### src/adc_ctrl_defs.vh
/*
 * register offsets, field positions, codes and timing counts for the
 * converter channel and reference control block.
 * assumes inclusion by bare name from the design files.
 */
`ifndef ADC_CTRL_DEFS_VH
`define ADC_CTRL_DEFS_VH

// byte offsets on apb (printed offsets are not all multiples of four)
`define IDX_CTRL_STATUS_A 8'h06
`define IDX_MUX_SELECT 8'h07
`define ADDR_CTRL_STATUS_A 12'h018
`define ADDR_MUX_SELECT 12'h01c
`define ADDR_RESULT 12'h020

// reset values
`define RST_CTRL_STATUS_A 8'h00
`define RST_MUX_SELECT 8'h00

// control/status a field positions
`define BIT_ENABLE 7
`define BIT_START 6
`define BIT_AUTO_TRIG 5
`define BIT_DONE 4
`define BIT_IRQ_EN 3

// reference select codes
`define REF_SUPPLY 2'h0
`define REF_EXTERNAL 2'h1
`define REF_INTERNAL 2'h2
`define REF_RESERVED 2'h3

// channel codes
`define CH_GROUND 6'h20
`define CH_BANDGAP 6'h21
`define CH_TEMP 6'h22
`define CH_CAL0 6'h23
`define CH_CAL3_LO 6'h24
`define CH_CAL3_HI 6'h25
`define CH_CAL7_LO 6'h26
`define CH_CAL7_HI 6'h27

// input selector codes on the analog side
`define SEL_NONE 4'hf
`define SEL_GROUND 4'h8
`define SEL_BANDGAP 4'h9
`define SEL_TEMP 4'ha

// conversion lengths in converter clock cycles
`define CONV_CYCLES_FIRST 5'd25
`define CONV_CYCLES_NORMAL 5'd13

`endif

### src/adc_mux_decode.v
/*
 * combinational decode of the channel/gain code into the positive and
 * negative input selections, gain and sensor enable.
 * assumes the code is the applied (not pending) channel code.
 */
`timescale 1ns/1ns
`include "adc_ctrl_defs.vh"

module adc_mux_decode (
    input wire [5:0] code,
    output reg [3:0] pos_sel,
    output reg [3:0] neg_sel,
    output reg differential,
    output reg gain_20x,
    output reg temp_enable
);

    // positive input of a normal pair, indexed by code[4:1]
    function [3:0] pair_pos;
        input [3:0] idx;
        begin
            case (idx)
                4'h4, 4'h5: pair_pos = 4'h0;
                4'h6, 4'h7: pair_pos = 4'h1;
                4'h8: pair_pos = 4'h2;
                4'h9, 4'ha, 4'hb, 4'hc: pair_pos = 4'h3;
                4'hd: pair_pos = 4'h4;
                4'he: pair_pos = 4'h5;
                4'hf: pair_pos = 4'h6;
                default: pair_pos = `SEL_NONE;
            endcase
        end
    endfunction

    // negative input of a normal pair, indexed by code[4:1]
    function [3:0] pair_neg;
        input [3:0] idx;
        begin
            case (idx)
                4'h4: pair_neg = 4'h1;
                4'h5, 4'h7, 4'h8: pair_neg = 4'h3;
                4'h6: pair_neg = 4'h2;
                4'h9: pair_neg = 4'h4;
                4'ha: pair_neg = 4'h5;
                4'hb: pair_neg = 4'h6;
                4'hc, 4'hf: pair_neg = 4'h7;
                4'hd: pair_neg = 4'h5;
                4'he: pair_neg = 4'h6;
                default: pair_neg = `SEL_NONE;
            endcase
        end
    endfunction

    // full decode of the six-bit code
    always @* begin
        pos_sel = `SEL_NONE;
        neg_sel = `SEL_NONE;
        differential = 1'b0;
        gain_20x = 1'b0;
        temp_enable = 1'b0;
        if (code[5:3] == 3'b000) begin
            // single-ended inputs 0..7
            pos_sel = {1'b0, code[2:0]};
        end else if (code[5] == 1'b0 || code[4:3] != 2'b00) begin
            // differential pair, top bit swaps polarity
            differential = 1'b1;
            gain_20x = code[0];
            if (code[5]) begin
                pos_sel = pair_neg(code[4:1]);
                neg_sel = pair_pos(code[4:1]);
            end else begin
                pos_sel = pair_pos(code[4:1]);
                neg_sel = pair_neg(code[4:1]);
            end
        end else begin
            case (code)
                `CH_GROUND: pos_sel = `SEL_GROUND;
                `CH_BANDGAP: pos_sel = `SEL_BANDGAP;
                `CH_TEMP: begin
                    pos_sel = `SEL_TEMP;
                    temp_enable = 1'b1;
                end
                `CH_CAL0: begin
                    // same pin both sides, 20x only
                    differential = 1'b1;
                    gain_20x = 1'b1;
                    pos_sel = 4'h0;
                    neg_sel = 4'h0;
                end
                `CH_CAL3_LO, `CH_CAL3_HI: begin
                    differential = 1'b1;
                    gain_20x = code[0];
                    pos_sel = 4'h3;
                    neg_sel = 4'h3;
                end
                `CH_CAL7_LO, `CH_CAL7_HI: begin
                    differential = 1'b1;
                    gain_20x = code[0];
                    pos_sel = 4'h7;
                    neg_sel = 4'h7;
                end
                default: pos_sel = `SEL_NONE;
            endcase
        end
    end

endmodule

### src/adc_channel_reference_control.v
/*
 * converter control: apb registers, reference and channel selection
 * with hold during conversion, enable, start, done flag and prescaler.
 * assumes an analog core that finishes a conversion when told and takes
 * its result from CONV_RESULT; one 10 mhz clock, synchronous reset.
 */
`timescale 1ns/1ns
`include "adc_ctrl_defs.vh"

module adc_channel_reference_control (
    input wire CLOCK,
    input wire SYS_RST,
    input wire PSEL,
    input wire PENABLE,
    input wire PWRITE,
    input wire [11:0] PADDR,
    input wire [31:0] PWDATA,
    output wire PREADY,
    output reg [31:0] PRDATA,
    output wire PSLVERR,
    input wire [9:0] CONV_RESULT,
    input wire IRQ_VECTOR_ACK,
    output reg CONVERTER_POWER,
    output reg CONVERTING,
    output reg SAMPLE_STROBE,
    output reg [1:0] REF_APPLIED,
    output reg REF_SUPPLY_SEL,
    output reg REF_EXTERNAL_SEL,
    output reg REF_INTERNAL_SEL,
    output reg REF_TO_PIN,
    output reg [3:0] POS_INPUT,
    output reg [3:0] NEG_INPUT,
    output reg DIFFERENTIAL,
    output reg GAIN_20X,
    output reg TEMP_SENSOR_EN,
    output reg DONE_IRQ
);

    reg [7:0] mux_select; // software view of the mux register
    reg [5:0] chan_applied; // code in force on the front end
    reg converter_enable; // power / enable bit
    reg conversion_start_bit; // busy bit, reads one while running
    reg auto_trigger_enable; // stored only
    reg conversion_done_flag; // sticky completion flag
    reg conversion_irq_enable; // gates done flag onto irq line
    reg [2:0] converter_clock_divider; // prescaler select
    reg [9:0] result; // last finished conversion
    reg first_pending; // next conversion is the long one
    reg [6:0] prescale_count; // system clock divider
    reg [4:0] cycle_count; // converter clocks left in conversion
    wire adc_tick; // one-cycle converter clock enable
    wire [3:0] dec_pos; // decoded positive input
    wire [3:0] dec_neg; // decoded negative input
    wire dec_diff; // decoded differential flag
    wire dec_gain; // decoded gain
    wire dec_temp; // decoded sensor enable
    wire wr_access; // apb write taken this edge
    wire wr_csra; // write to control/status a
    wire wr_mux; // write to mux register
    wire finish; // conversion completes this cycle
    wire start_req; // software start request
    wire [7:0] csra_read; // read view of control/status a

    // division factor minus one from the prescaler select
    function [6:0] div_limit;
        input [2:0] sel;
        begin
            case (sel)
                3'h0, 3'h1: div_limit = 7'h01;
                3'h2: div_limit = 7'h03;
                3'h3: div_limit = 7'h07;
                3'h4: div_limit = 7'h0f;
                3'h5: div_limit = 7'h1f;
                3'h6: div_limit = 7'h3f;
                default: div_limit = 7'h7f;
            endcase
        end
    endfunction

    // apb: zero wait states, never errors
    assign PREADY = 1'b1;
    assign PSLVERR = 1'b0;
    assign wr_access = PSEL & PENABLE & PWRITE;
    assign wr_csra = wr_access & (PADDR == `ADDR_CTRL_STATUS_A);
    assign wr_mux = wr_access & (PADDR == `ADDR_MUX_SELECT);
    assign start_req = wr_csra & PWDATA[`BIT_START] & PWDATA[`BIT_ENABLE];
    assign finish = conversion_start_bit & adc_tick & (cycle_count == 5'd1);
    assign adc_tick = (prescale_count == div_limit(converter_clock_divider));

    assign csra_read = {converter_enable, conversion_start_bit,
        auto_trigger_enable, conversion_done_flag, conversion_irq_enable,
        converter_clock_divider};

    // read data mux, unmapped addresses read zero
    always @(posedge CLOCK) begin
        if (SYS_RST) begin
            PRDATA <= 32'h00000000;
        end else if (PSEL && !PENABLE && !PWRITE) begin
            case (PADDR)
                `ADDR_CTRL_STATUS_A: PRDATA <= {24'h000000, csra_read};
                `ADDR_MUX_SELECT: PRDATA <= {24'h000000, mux_select};
                `ADDR_RESULT: PRDATA <= {22'h000000, result};
                default: PRDATA <= 32'h00000000;
            endcase
        end
    end

    // mux register and applied selections
    always @(posedge CLOCK) begin
        if (SYS_RST) begin
            mux_select <= `RST_MUX_SELECT;
            chan_applied <= 6'h00;
            REF_APPLIED <= `REF_SUPPLY;
        end else begin
            if (wr_mux) begin
                mux_select <= PWDATA[7:0]; // stored unchanged
            end
            if (!conversion_start_bit) begin
                // idle: take effect at once
                chan_applied <= wr_mux ? PWDATA[5:0] : mux_select[5:0];
                REF_APPLIED <= wr_mux ? PWDATA[7:6] : mux_select[7:6];
            end else if (finish || !converter_enable) begin
                // pending values applied at completion
                chan_applied <= wr_mux ? PWDATA[5:0] : mux_select[5:0];
                REF_APPLIED <= wr_mux ? PWDATA[7:6] : mux_select[7:6];
            end
        end
    end

    // control/status a and the conversion sequencer
    always @(posedge CLOCK) begin
        if (SYS_RST) begin
            converter_enable <= 1'b0;
            conversion_start_bit <= 1'b0;
            auto_trigger_enable <= 1'b0;
            conversion_done_flag <= 1'b0;
            conversion_irq_enable <= 1'b0;
            converter_clock_divider <= 3'h0;
            first_pending <= 1'b0;
            cycle_count <= 5'd0;
            result <= 10'h000;
        end else begin
            if (wr_csra) begin
                converter_enable <= PWDATA[`BIT_ENABLE];
                auto_trigger_enable <= PWDATA[`BIT_AUTO_TRIG];
                conversion_irq_enable <= PWDATA[`BIT_IRQ_EN];
                converter_clock_divider <= PWDATA[2:0];
            end
            if (wr_csra && PWDATA[`BIT_ENABLE] && !converter_enable) begin
                first_pending <= 1'b1; // next run initialises
            end
            if (wr_csra && !PWDATA[`BIT_ENABLE]) begin
                // abort with no result
                conversion_start_bit <= 1'b0;
                cycle_count <= 5'd0;
            end else if (start_req && !conversion_start_bit) begin
                // long first conversion after enabling
                conversion_start_bit <= 1'b1;
                first_pending <= 1'b0;
                cycle_count <= (first_pending || !converter_enable) ?
                    `CONV_CYCLES_FIRST : `CONV_CYCLES_NORMAL;
            end else if (conversion_start_bit && adc_tick) begin
                cycle_count <= cycle_count - 5'd1;
                if (finish) begin
                    conversion_start_bit <= 1'b0;
                    result <= CONV_RESULT;
                end
            end
            // set wins over clear
            if (finish && !(wr_csra && !PWDATA[`BIT_ENABLE])) begin
                conversion_done_flag <= 1'b1;
            end else if ((wr_csra && PWDATA[`BIT_DONE]) || IRQ_VECTOR_ACK) begin
                conversion_done_flag <= 1'b0;
            end
        end
    end

    // prescaler, runs only while enabled
    always @(posedge CLOCK) begin
        if (SYS_RST || !converter_enable || adc_tick) begin
            prescale_count <= 7'h00;
        end else begin
            prescale_count <= prescale_count + 7'h01;
        end
    end

    adc_mux_decode u_decode (
        .code(chan_applied),
        .pos_sel(dec_pos),
        .neg_sel(dec_neg),
        .differential(dec_diff),
        .gain_20x(dec_gain),
        .temp_enable(dec_temp)
    );

    // registered front-end controls
    always @(posedge CLOCK) begin
        if (SYS_RST) begin
            CONVERTER_POWER <= 1'b0;
            CONVERTING <= 1'b0;
            SAMPLE_STROBE <= 1'b0;
            REF_SUPPLY_SEL <= 1'b0;
            REF_EXTERNAL_SEL <= 1'b0;
            REF_INTERNAL_SEL <= 1'b0;
            REF_TO_PIN <= 1'b0;
            POS_INPUT <= `SEL_NONE;
            NEG_INPUT <= `SEL_NONE;
            DIFFERENTIAL <= 1'b0;
            GAIN_20X <= 1'b0;
            TEMP_SENSOR_EN <= 1'b0;
            DONE_IRQ <= 1'b0;
        end else begin
            CONVERTER_POWER <= converter_enable;
            CONVERTING <= conversion_start_bit;
            SAMPLE_STROBE <= finish;
            // reference decode, reserved selects no source and drives REF_TO_PIN
            REF_SUPPLY_SEL <= (REF_APPLIED == `REF_SUPPLY);
            REF_EXTERNAL_SEL <= (REF_APPLIED == `REF_EXTERNAL);
            REF_INTERNAL_SEL <= (REF_APPLIED == `REF_INTERNAL);
            REF_TO_PIN <= (REF_APPLIED == `REF_RESERVED);
            POS_INPUT <= dec_pos;
            NEG_INPUT <= dec_neg;
            DIFFERENTIAL <= dec_diff;
            GAIN_20X <= dec_gain;
            TEMP_SENSOR_EN <= dec_temp;
            DONE_IRQ <= conversion_done_flag & conversion_irq_enable;
        end
    end

endmodule

### config.mk
export PLATFORM = sky130hd
export DESIGN_NAME = adc_channel_reference_control
export DESIGN_NICKNAME = d
export VERILOG_FILES = /design/src/adc_mux_decode.v /design/src/adc_channel_reference_control.v
export VERILOG_INCLUDE_DIRS = /design/src
export SDC_FILE = /design/constraint.sdc
export NUM_CORES = 1
export LEC_CHECK = 0
export BUFFER_PORTS_ARGS = -buffer_cell sky130_fd_sc_hd__buf_4
export CELL_PAD_IN_SITES_DETAIL_PLACEMENT = 1
export CELL_PAD_IN_SITES_GLOBAL_PLACEMENT = 1
export CORE_MARGIN = 2
export CORE_UTILIZATION = 37
export DETAILED_ROUTE_END_ITERATION = 10
export HOLD_SLACK_MARGIN = 0.1
export PLACE_DENSITY = 0.85
export SLEW_MARGIN = 20
export SYNTH_ARGS = -nofsm -noshare
export SYNTH_HDL_FRONTEND = slang
export SYNTH_SLANG_ARGS = --single-unit
### constraint.sdc
create_clock -name CLOCK -period 3.05 [get_ports CLOCK]
set_input_delay 0.4575 -clock CLOCK [delete_from_list [all_inputs] [get_ports CLOCK]]
set_output_delay 0.4575 -clock CLOCK [all_outputs]
set_load 0.01 [all_outputs]
### After elaboration in Yosys (flattened, before gate mapping)

Memories as Yosys holds them, arrays and structs flattened. A register that Yosys moved wholly into a read port is not among the register bits.
Index checks and enable logic that the tools add are counted.

* flip-flop bits (word level): 98
* bits in read-only memories: 256
* bits of input ports: 60
* output and inout port bits: 55
* word-level logic and storage cells: 145
* memories: 4

Memory list
* (name not given): depth 16, width 4, read ports 1, clocked after memory_dff 1, wr ports 0, RTL line adc_mux_decode.v:39 `case (idx)`
* (name not given): depth 16, width 4, read ports 1, clocked after memory_dff 1, wr ports 0, RTL line adc_mux_decode.v:22 `case (idx)`
* (name not given): depth 16, width 4, read ports 1, clocked after memory_dff 1, wr ports 0, RTL line adc_mux_decode.v:22
* (name not given): depth 16, width 4, read ports 1, clocked after memory_dff 1, wr ports 0, RTL line adc_mux_decode.v:39

* add/subtract/negate cells: 2
* equality and inequality tests: 23
* muxes and demuxes: 39
* bitwise logic cells: 12
* reductions and logical operators: 38

Operator list (count)
* 4-bit 2-to-1 mux: 13
* 6-bit == test, second input constant: 8
* 7-bit one-hot mux with 6 select lines: 1
* 10-bit one-hot mux with 3 select lines: 1
* 12-bit by 5-bit == test with 1-bit output, second input constant: 2
* 4-bit one-hot mux with 6 select lines: 1
* 6-bit 2-to-1 mux: 3
* 5-bit 2-to-1 mux: 3
* 12-bit by 6-bit == test with 1-bit output, second input constant: 1
* 1-bit 2-to-1 mux: 12
* 4-bit one-hot mux with 3 select lines: 1
* 2-bit OR reduction: 5
* 1-bit bitwise AND: 9
* 3-bit == test, second input constant: 3
* 1-bit logical AND: 9
* 2-bit nonzero test: 4
* 7-bit by 1-bit adder with 7-bit output, second input constant: 1
* 7-bit == test: 1
* 3-bit by 2-bit == test with 1-bit output, second input constant: 2
* 1-bit logical NOT: 6
* 3-bit logical NOT: 2
* 1-bit logical OR: 6
* 2-bit 2-to-1 mux: 3
* 5-bit by 1-bit == test with 1-bit output, second input constant: 1
* other kinds (13): 16

### Logic depth before layout (Yosys ltp)

Gate-level depths: netlist (run 1).

* word-level depth: 11
* depth in mapped cells: 13
* mapped depth without buffers: 12

### Hierarchy

Synthesis (run 1) repeated with hierarchy kept, for this count alone.

* cell total of the unflattened synthesis: 413
* area, all modules: 3643.5 um^2

Modules (own cells, without submodules)
* adc_channel_reference_control: times used 1, cells an instance 348, area an instance 3189.3 um^2, sequential area each 1521.5 um^2
* adc_mux_decode: times used 1, cells an instance 65, area an instance 454.2 um^2, sequential area each 0.0 um^2

### Worst setup path after synthesis (run 1)

OpenSTA, ideal clock, no wires.

* path type: register to register
* from: register prescale_count[4]
* to: register with a tool-made name
* library setup time: 70 ps
* arrival: 2658 ps
* data required time: 2980 ps
* path slack: 322 ps
* cell stages (with the launch flop): 13
* path buffers: 2
* clock period less this slack: 2728 ps
* cells stage by stage: dfxtp_1 -> buf_2 -> xor2_1 -> a2bb2oi_2 -> o31a_2 -> a21oi_2 -> a211oi_4 -> clkbuf_1 -> a211oi_1 -> inv_1 -> ha_1 -> mux2_4 -> a21oi_1

RTL lines
* start, declared: RTL line adc_channel_reference_control.v:49 `reg [6:0] prescale_count;`
* start signal, assigned: RTL line adc_channel_reference_control.v:183 `prescale_count <= prescale_count + 7'h01;`

==> reports/metrics.yaml, run 1 <==
clock_skew_ps: 15.2
arrival_ps: 2970
synth_top_flop_cell: "dfxtp_1"
worstPathCellList: "xor2_1, a2bb2oi_2, o31a_2, a21oi_2, a211oi_4, mux2i_1, nor2_1, inv_1, ha_1, inv_1, nor4b_2, a21oi_1"
postRouteAntennaNets: 0
crit_buf_inv: 2
ys_types: 55
cts-root-buf: "clkbuf_8"
p_leak_nw: 1.85
relSlewSlack_pct: 51.2
critical_path.endpoint_type: "register"
dieArea_um2: 11000
io_pins: 115
fin_nets: 565
placed_cell_area_um2: 4310
cp_slowest_stage_delay_ps: 480
setup_viol: 0
post_cts_buffers: 0
layout-drive-gt1-share_pct: 21.2
drv_slew: 0
ir_worst_vdd_uv: 212
rows: 36
cap_violations: 0
critical-path-top-delay-family: "compound AO/OA/AOI/OAI gates"
clockBufferDepth: 2
rrSetupSlack_ps: 320
hp-class: "input port to register"
async_flop_share_pct: 0
synth_area_leaders: "dfxtp_1 (44%), nor2_1 (6.3%), a21oi_1 (6.3%)"
drc_errors: 0
io_buffers: 66
die_width_um: 105
place.gp.congestion: 0.822
power-per-cell-area_nw_per_um2: 477
cts_tree: "built"
holdWs_ps: 340
hold_path_end: "result[9]"
place_hpwl_mm: 7.01
finalSetupTns_ps: 0
track_usage_pct: 18.6
ys_seq_elements: 83
diodes: 0
regToRegStartpoint: "converter_clock_divider[0]"
gr-total-overflow: 0
startpoint_type: "register"
fin_crit_sh_pct: 89.5
syn_area_um2: 3760
status: "finished clean"
wirelength_mm: 9.94
core_um2: 9820
grt_pass1_vias: 3276
required_ps: 3290
first_iter_violations: 164
wl_per_cell_um: 15.6
cp.depth: 12
dp_slack_ps: -9.01
synth_area_per_cell_um2: 8.59
utilization_pct: 46.4
clk_latency_ps: 370
whs_path_depth: 3
dieHeight_um: 105
worst_slack_ps: 321
synth_top_area_share_pct: 44.2
critPathSlowestCell: "dfxtp_1"
grt_start_max_net_pins: 71
holdBufCountCts: 0
nFillCells: 1234
clk_pin_slew_ps: 90
cpMostUsedCell: "inv_1"
post_cts_resize_count: 0
synth_edf_count: 0
critPathKind: "register to register"
ff2ff_path_depth: 12
rsz0062_at_grt: "false"
cts.sinks: 83
syn2layout_area_growth_pct: 21.0
yosysTopAreaCell: "dfxtp_1"
grt_pass1_wl_mm: 16.4
crit_path_max_fanout: 7
synth_cells: 438
initial_core_util_pct: 38.3
htreeDepth: 3
synth-seq-area-share_pct: 44.2
ys_warn_count: 0
design_area_um2: 4550
fin_crit_ps: 2730
dr_total_vias: 3210
cts_made_buffers: 9
viasPerCell: 5.04
first_pass_iters: 4
worst_slew_pin_slew_ps: 732
antenna_found_initial: 0
fmax_mhz: 366
timing_hold_violations_final: 0
min-delay-start: "CONV_RESULT[9]"
[routing by layer]
metal  vias up  part of all wire, %  track usage (%)
met5         -                    0                0
met1      1554                   43             21.5
met4         0                  1.6             6.19
met3        17                  4.4             4.93
met2        75                   51             33.0
li1       1564                    -                -
[placed cells by master (no fill, tap or decap), types with 3 or more instances in the layout]
master | synthesis | routed
nor4b_1 | 3 | 3
o21ai_0 | 4 | 4
bufinv_16 | 0 | 3
a21o_1 | 4 | 4
ha_1 | 6 | 6
nor3_1 | 8 | 8
nand2b_1 | 3 | 3
nor2b_1 | 4 | 4
nor2_1 | 63 | 63
or2_1 | 3 | 3
clkbuf_8 | 0 | 9
or2_2 | 3 | 3
xnor2_1 | 7 | 7
a211oi_1 | 10 | 9
conb_1 | 2 | 24
buf_4 | 24 | 75
nand2_1 | 40 | 40
xor2_1 | 5 | 5
nand3_1 | 13 | 13
nor3b_1 | 5 | 4
and3_1 | 4 | 4
dfxtp_1 | 83 | 82
mux2i_1 | 22 | 22
inv_1 | 13 | 13
a21oi_1 | 47 | 47
nor4_1 | 4 | 4
[synthesized netlist by cell type (all sizes together), types with 4 or more instances]
library cell,n
and3,4
nor3,8
mux2i,23
nor2,63
a21oi,49
nor2b,4
xor2,5
o21ai,5
dfxtp,83
ha,6
a211oi,11
nor4,4
a21o,4
mux2,4
nor4b,4
xnor2,7
clkbuf,15
or2,6
inv,13
nand3,13
nand2,40
nor3b,5
buf,32
[per-stage QoR]
step | total power, mW | std cells
after global routing | 2.24 | 637
after CTS | 2.18 | 637
after floorplan | 1.19 | 460
after global placement | 1.23 | 621
after detailed placement | 1.23 | 621
final | 2.17 | 637
[registers in the layout, summed over array words and instances, names as in the netlist, 2 cells and up, named ones only]
register,flops
converter_clock_divider,3
PRDATA,10
POS_INPUT,4
mux_select,8
cycle_count,5
chan_applied,6
NEG_INPUT,4
REF_APPLIED,2
result,10
prescale_count,7
[power by group]
part | leakage (nW) | internal [mW] | switching (mW)
clock network | 0.117 | 0.546 | 0.416
logic | 1.06 | 0.0509 | 0.0626
registers | 0.672 | 1.09 | 0.00364
[layout make-up]
| class | instances | area, um2 | area share, % |
|---|---|---|---|
| clock buffers | 10 | 128 | 2.80 |
| flip-flops and latches | 83 | 1660 | 36.5 |
| well taps | 133 | 166 | 3.65 |
| inverters | 14 | 52.6 | 1.15 |
| repair buffers | 75 | 563 | 12.4 |
| clock inverters | 6 | 111 | 2.45 |
| multi-input cells | 316 | 1870 | 41.1 |
[worst min-delay path, stage by stage]
cell and delay [ps]:
buf_4 110, nand2_1 50, a21oi_1 60
[logic make-up after synthesis]
kind of cell / synth area share (%)
fa+ha+maj: 2.00
xor+xnor: 2.79
simple gates: 20.7
other cells: 0.200
mux: 7.52
buf+inv: 8.61
compound gates: 14.0
flops: 44.2
[worst max-delay path by stage]
stage	from	slack [ps]	endpoint
after floorplan	prescale_count[4]	320	register
after global placement	PADDR[9]	120	register
after detailed placement	PADDR[1]	-9	register
after CTS	prescale_count[4]	140	register
after global routing	converter_clock_divider[1]	30	register
final	converter_clock_divider[0]	320	register
(Power assumes the default switching activity.)
==> run 2, diff against run 1 <==
--- a/config.mk
+++ b/config.mk
@@ -14,6 +14,7 @@
 export DETAILED_ROUTE_END_ITERATION = 10
 export HOLD_SLACK_MARGIN = 0.1
 export PLACE_DENSITY = 0.85
+export REMOVE_ABC_BUFFERS = 1
 export SLEW_MARGIN = 20
 export SYNTH_ARGS = -nofsm -noshare
 export SYNTH_HDL_FRONTEND = slang
==> reports/metrics.yaml, run 2 (synthesis gave the netlist of run 1 again) <==
critPathSlowestCell: "dfxtp_1"
wirelength_mm: 10.0  # +1.0%
whs_path_depth: 3  # unchanged
die_width_um: 105  # unchanged
drv_slew: 0  # unchanged
fmax_mhz: 365  # -0.50%
rows: 36  # unchanged
cts-root-buf: "clkbuf_8"
dieHeight_um: 105  # unchanged
grt_pass1_vias: 3353  # +2.4%
power-per-cell-area_nw_per_um2: 445  # -6.5%
required_ps: 3330  # +40 ps
critPathKind: "register to register"
htreeDepth: 3  # unchanged
clockBufferDepth: 2  # unchanged
first_pass_iters: 4  # unchanged
drc_errors: 0  # unchanged
io_pins: 115  # unchanged
crit_path_max_fanout: 8  # +1
dieArea_um2: 11000  # unchanged
ir_worst_vdd_uv: 224  # +5.5%
final_common_cell: "dfxtp_1"
grt_pass1_wl_mm: 16.4  # +0.25%
rsz0062_at_grt: "false"
clk_pin_slew_ps: 90  # about the same
placedCellCount: 628  # +1.1%
diodes: 0  # unchanged
cts_tree: "built"
relSlewSlack_pct: 62.8  # +12 points
io_buffers: 66  # unchanged
cts_made_buffers: 9  # unchanged
post_cts_buffers: 0  # unchanged
core_um2: 9820  # unchanged
dr_total_vias: 3229  # +0.59%
fin_crit_ps: 2740  # +13.6 ps
place_hpwl_mm: 7.34  # +4.7%
place.gp.congestion: 0.837  # +1.9%
antenna_found_initial: 0  # unchanged
fin_crit_sh_pct: 89.9  # +0.45 points
holdBufCountCts: 0  # unchanged
fin_nets: 572  # +1.2%
status: "finished clean"
worst_slew_pin_slew_ps: 556  # -176 ps
cp_slowest_stage_delay_ps: 470  # about the same
placed_cell_area_um2: 4360  # +1.2%
worst_slack_ps: 307  # -13.6 ps
postRouteAntennaNets: 0  # unchanged
gr-total-overflow: 0  # unchanged
timing_hold_violations_final: 0  # unchanged
hp-class: "input port to register"
p_leak_nw: 1.87  # +1.4%
critical_path.endpoint_type: "register"
syn2layout_area_growth_pct: 21.7
final_cell_mix: "dfxtp_1 (83), buf_4 (82), nor2_1 (63)"
cts.sinks: 83  # unchanged
finalPower_mw: 2.04  # -6.0%
layout-drive-gt1-share_pct: 22.3  # +1.1 points
grt_start_max_net_pins: 48  # -32%
wl_per_cell_um: 15.6  # -0.10%
initial_core_util_pct: 38.3  # unchanged
setup_viol: 0  # unchanged
startpoint_type: "register"
worstPathCellList: "nand2_1, a2bb2oi_2, o31a_2, a21oi_2, a211oi_4, buf_4, a211oi_2, inv_1, ha_1, mux2_4, a21oi_1"
first_iter_violations: 96  # -41%
viasPerCell: 5.01  # -0.50%
track_usage_pct: 18.5  # -0.093 points
arrival_ps: 3030  # +60 ps
design_area_um2: 4580  # +0.55%
final_cells: 644  # +1.1%
nFillCells: 1187  # -3.8%
clock_skew_ps: 9.18  # -6.05 ps
cap_violations: 0  # unchanged
ff2ff_path_depth: 11  # -1
dp_slack_ps: -61.9  # -52.9 ps
clk_latency_ps: 350  # -20 ps
top_regs: "PRDATA (10), result (10), mux_select (8)"
run 2: cell type report:
type | instances | area [um2] | share of cell area, %
Clock buffer | 11 | 151 | 3.31
Multi-Input combinational cell | 316 | 1870 | 40.8
Tap cell | 133 | 166 | 3.63
Timing Repair Buffer | 82 | 616 | 13.4
Inverter | 14 | 52.6 | 1.15
Clock inverter | 5 | 61.3 | 1.34
Sequential cell | 83 | 1660 | 36.3
run 2: final timing paths:
kind	to	slack, ps	from
worst max-delay path	register	310	converter_clock_divider[2]
worst min-delay path	result[8]	350	CONV_RESULT[8]
worst max register to register	register	310	converter_clock_divider[2]
worst min register to register	result[0]	460	result[0]
run 2: critical path: cells and delay by family, from the launching register on:
kind                     cells  cell delay (ps)
AO/OA/AOI/OAI                6             1230
buffers and inverters        2              300
flip-flops                   1              470
adder cells (fa/ha/maj)      1              310
AND/OR/NAND/NOR              1              100
multiplexers                 1              260
run 2: what timing repair did:
action | in CTS | in global routing
endpoints found under the setup margin | 0 | 1
gates resized for setup | 0 | 1
endpoints found under the hold margin | 0 | 0
run 2: routing by layer:
metal	vias to the layer above	global-route usage (%)	part of all wire, %	routed length, um
met5	-	0	0	0
met3	14	3.99	5.2	525
met2	91	31.5	51	5150
li1	1575	-	-	-
met4	0	8.00	2.0	200
met1	1549	22.4	41	4160
run 2: per-stage QoR:
stage | hold WS [ps] | TNS [ps] | util (%)
2_1_floorplan | 422 | 0 | -
3_3_place_gp | 439 | 0 | 44.4
3_5_place_dp | 454 | -61.9 | 44.4
4_1_cts | 340 | 0 | 46.6
5_1_grt | 335 | 0 | 46.6
6_report | 354 | 0 | 46.6
run 2: where the power goes:
part	internal (mW)	switching (mW)	total, mW
clock network	0.426	0.401	0.827
registers	1.09	0.00423	1.10
logic	0.0522	0.0647	0.117
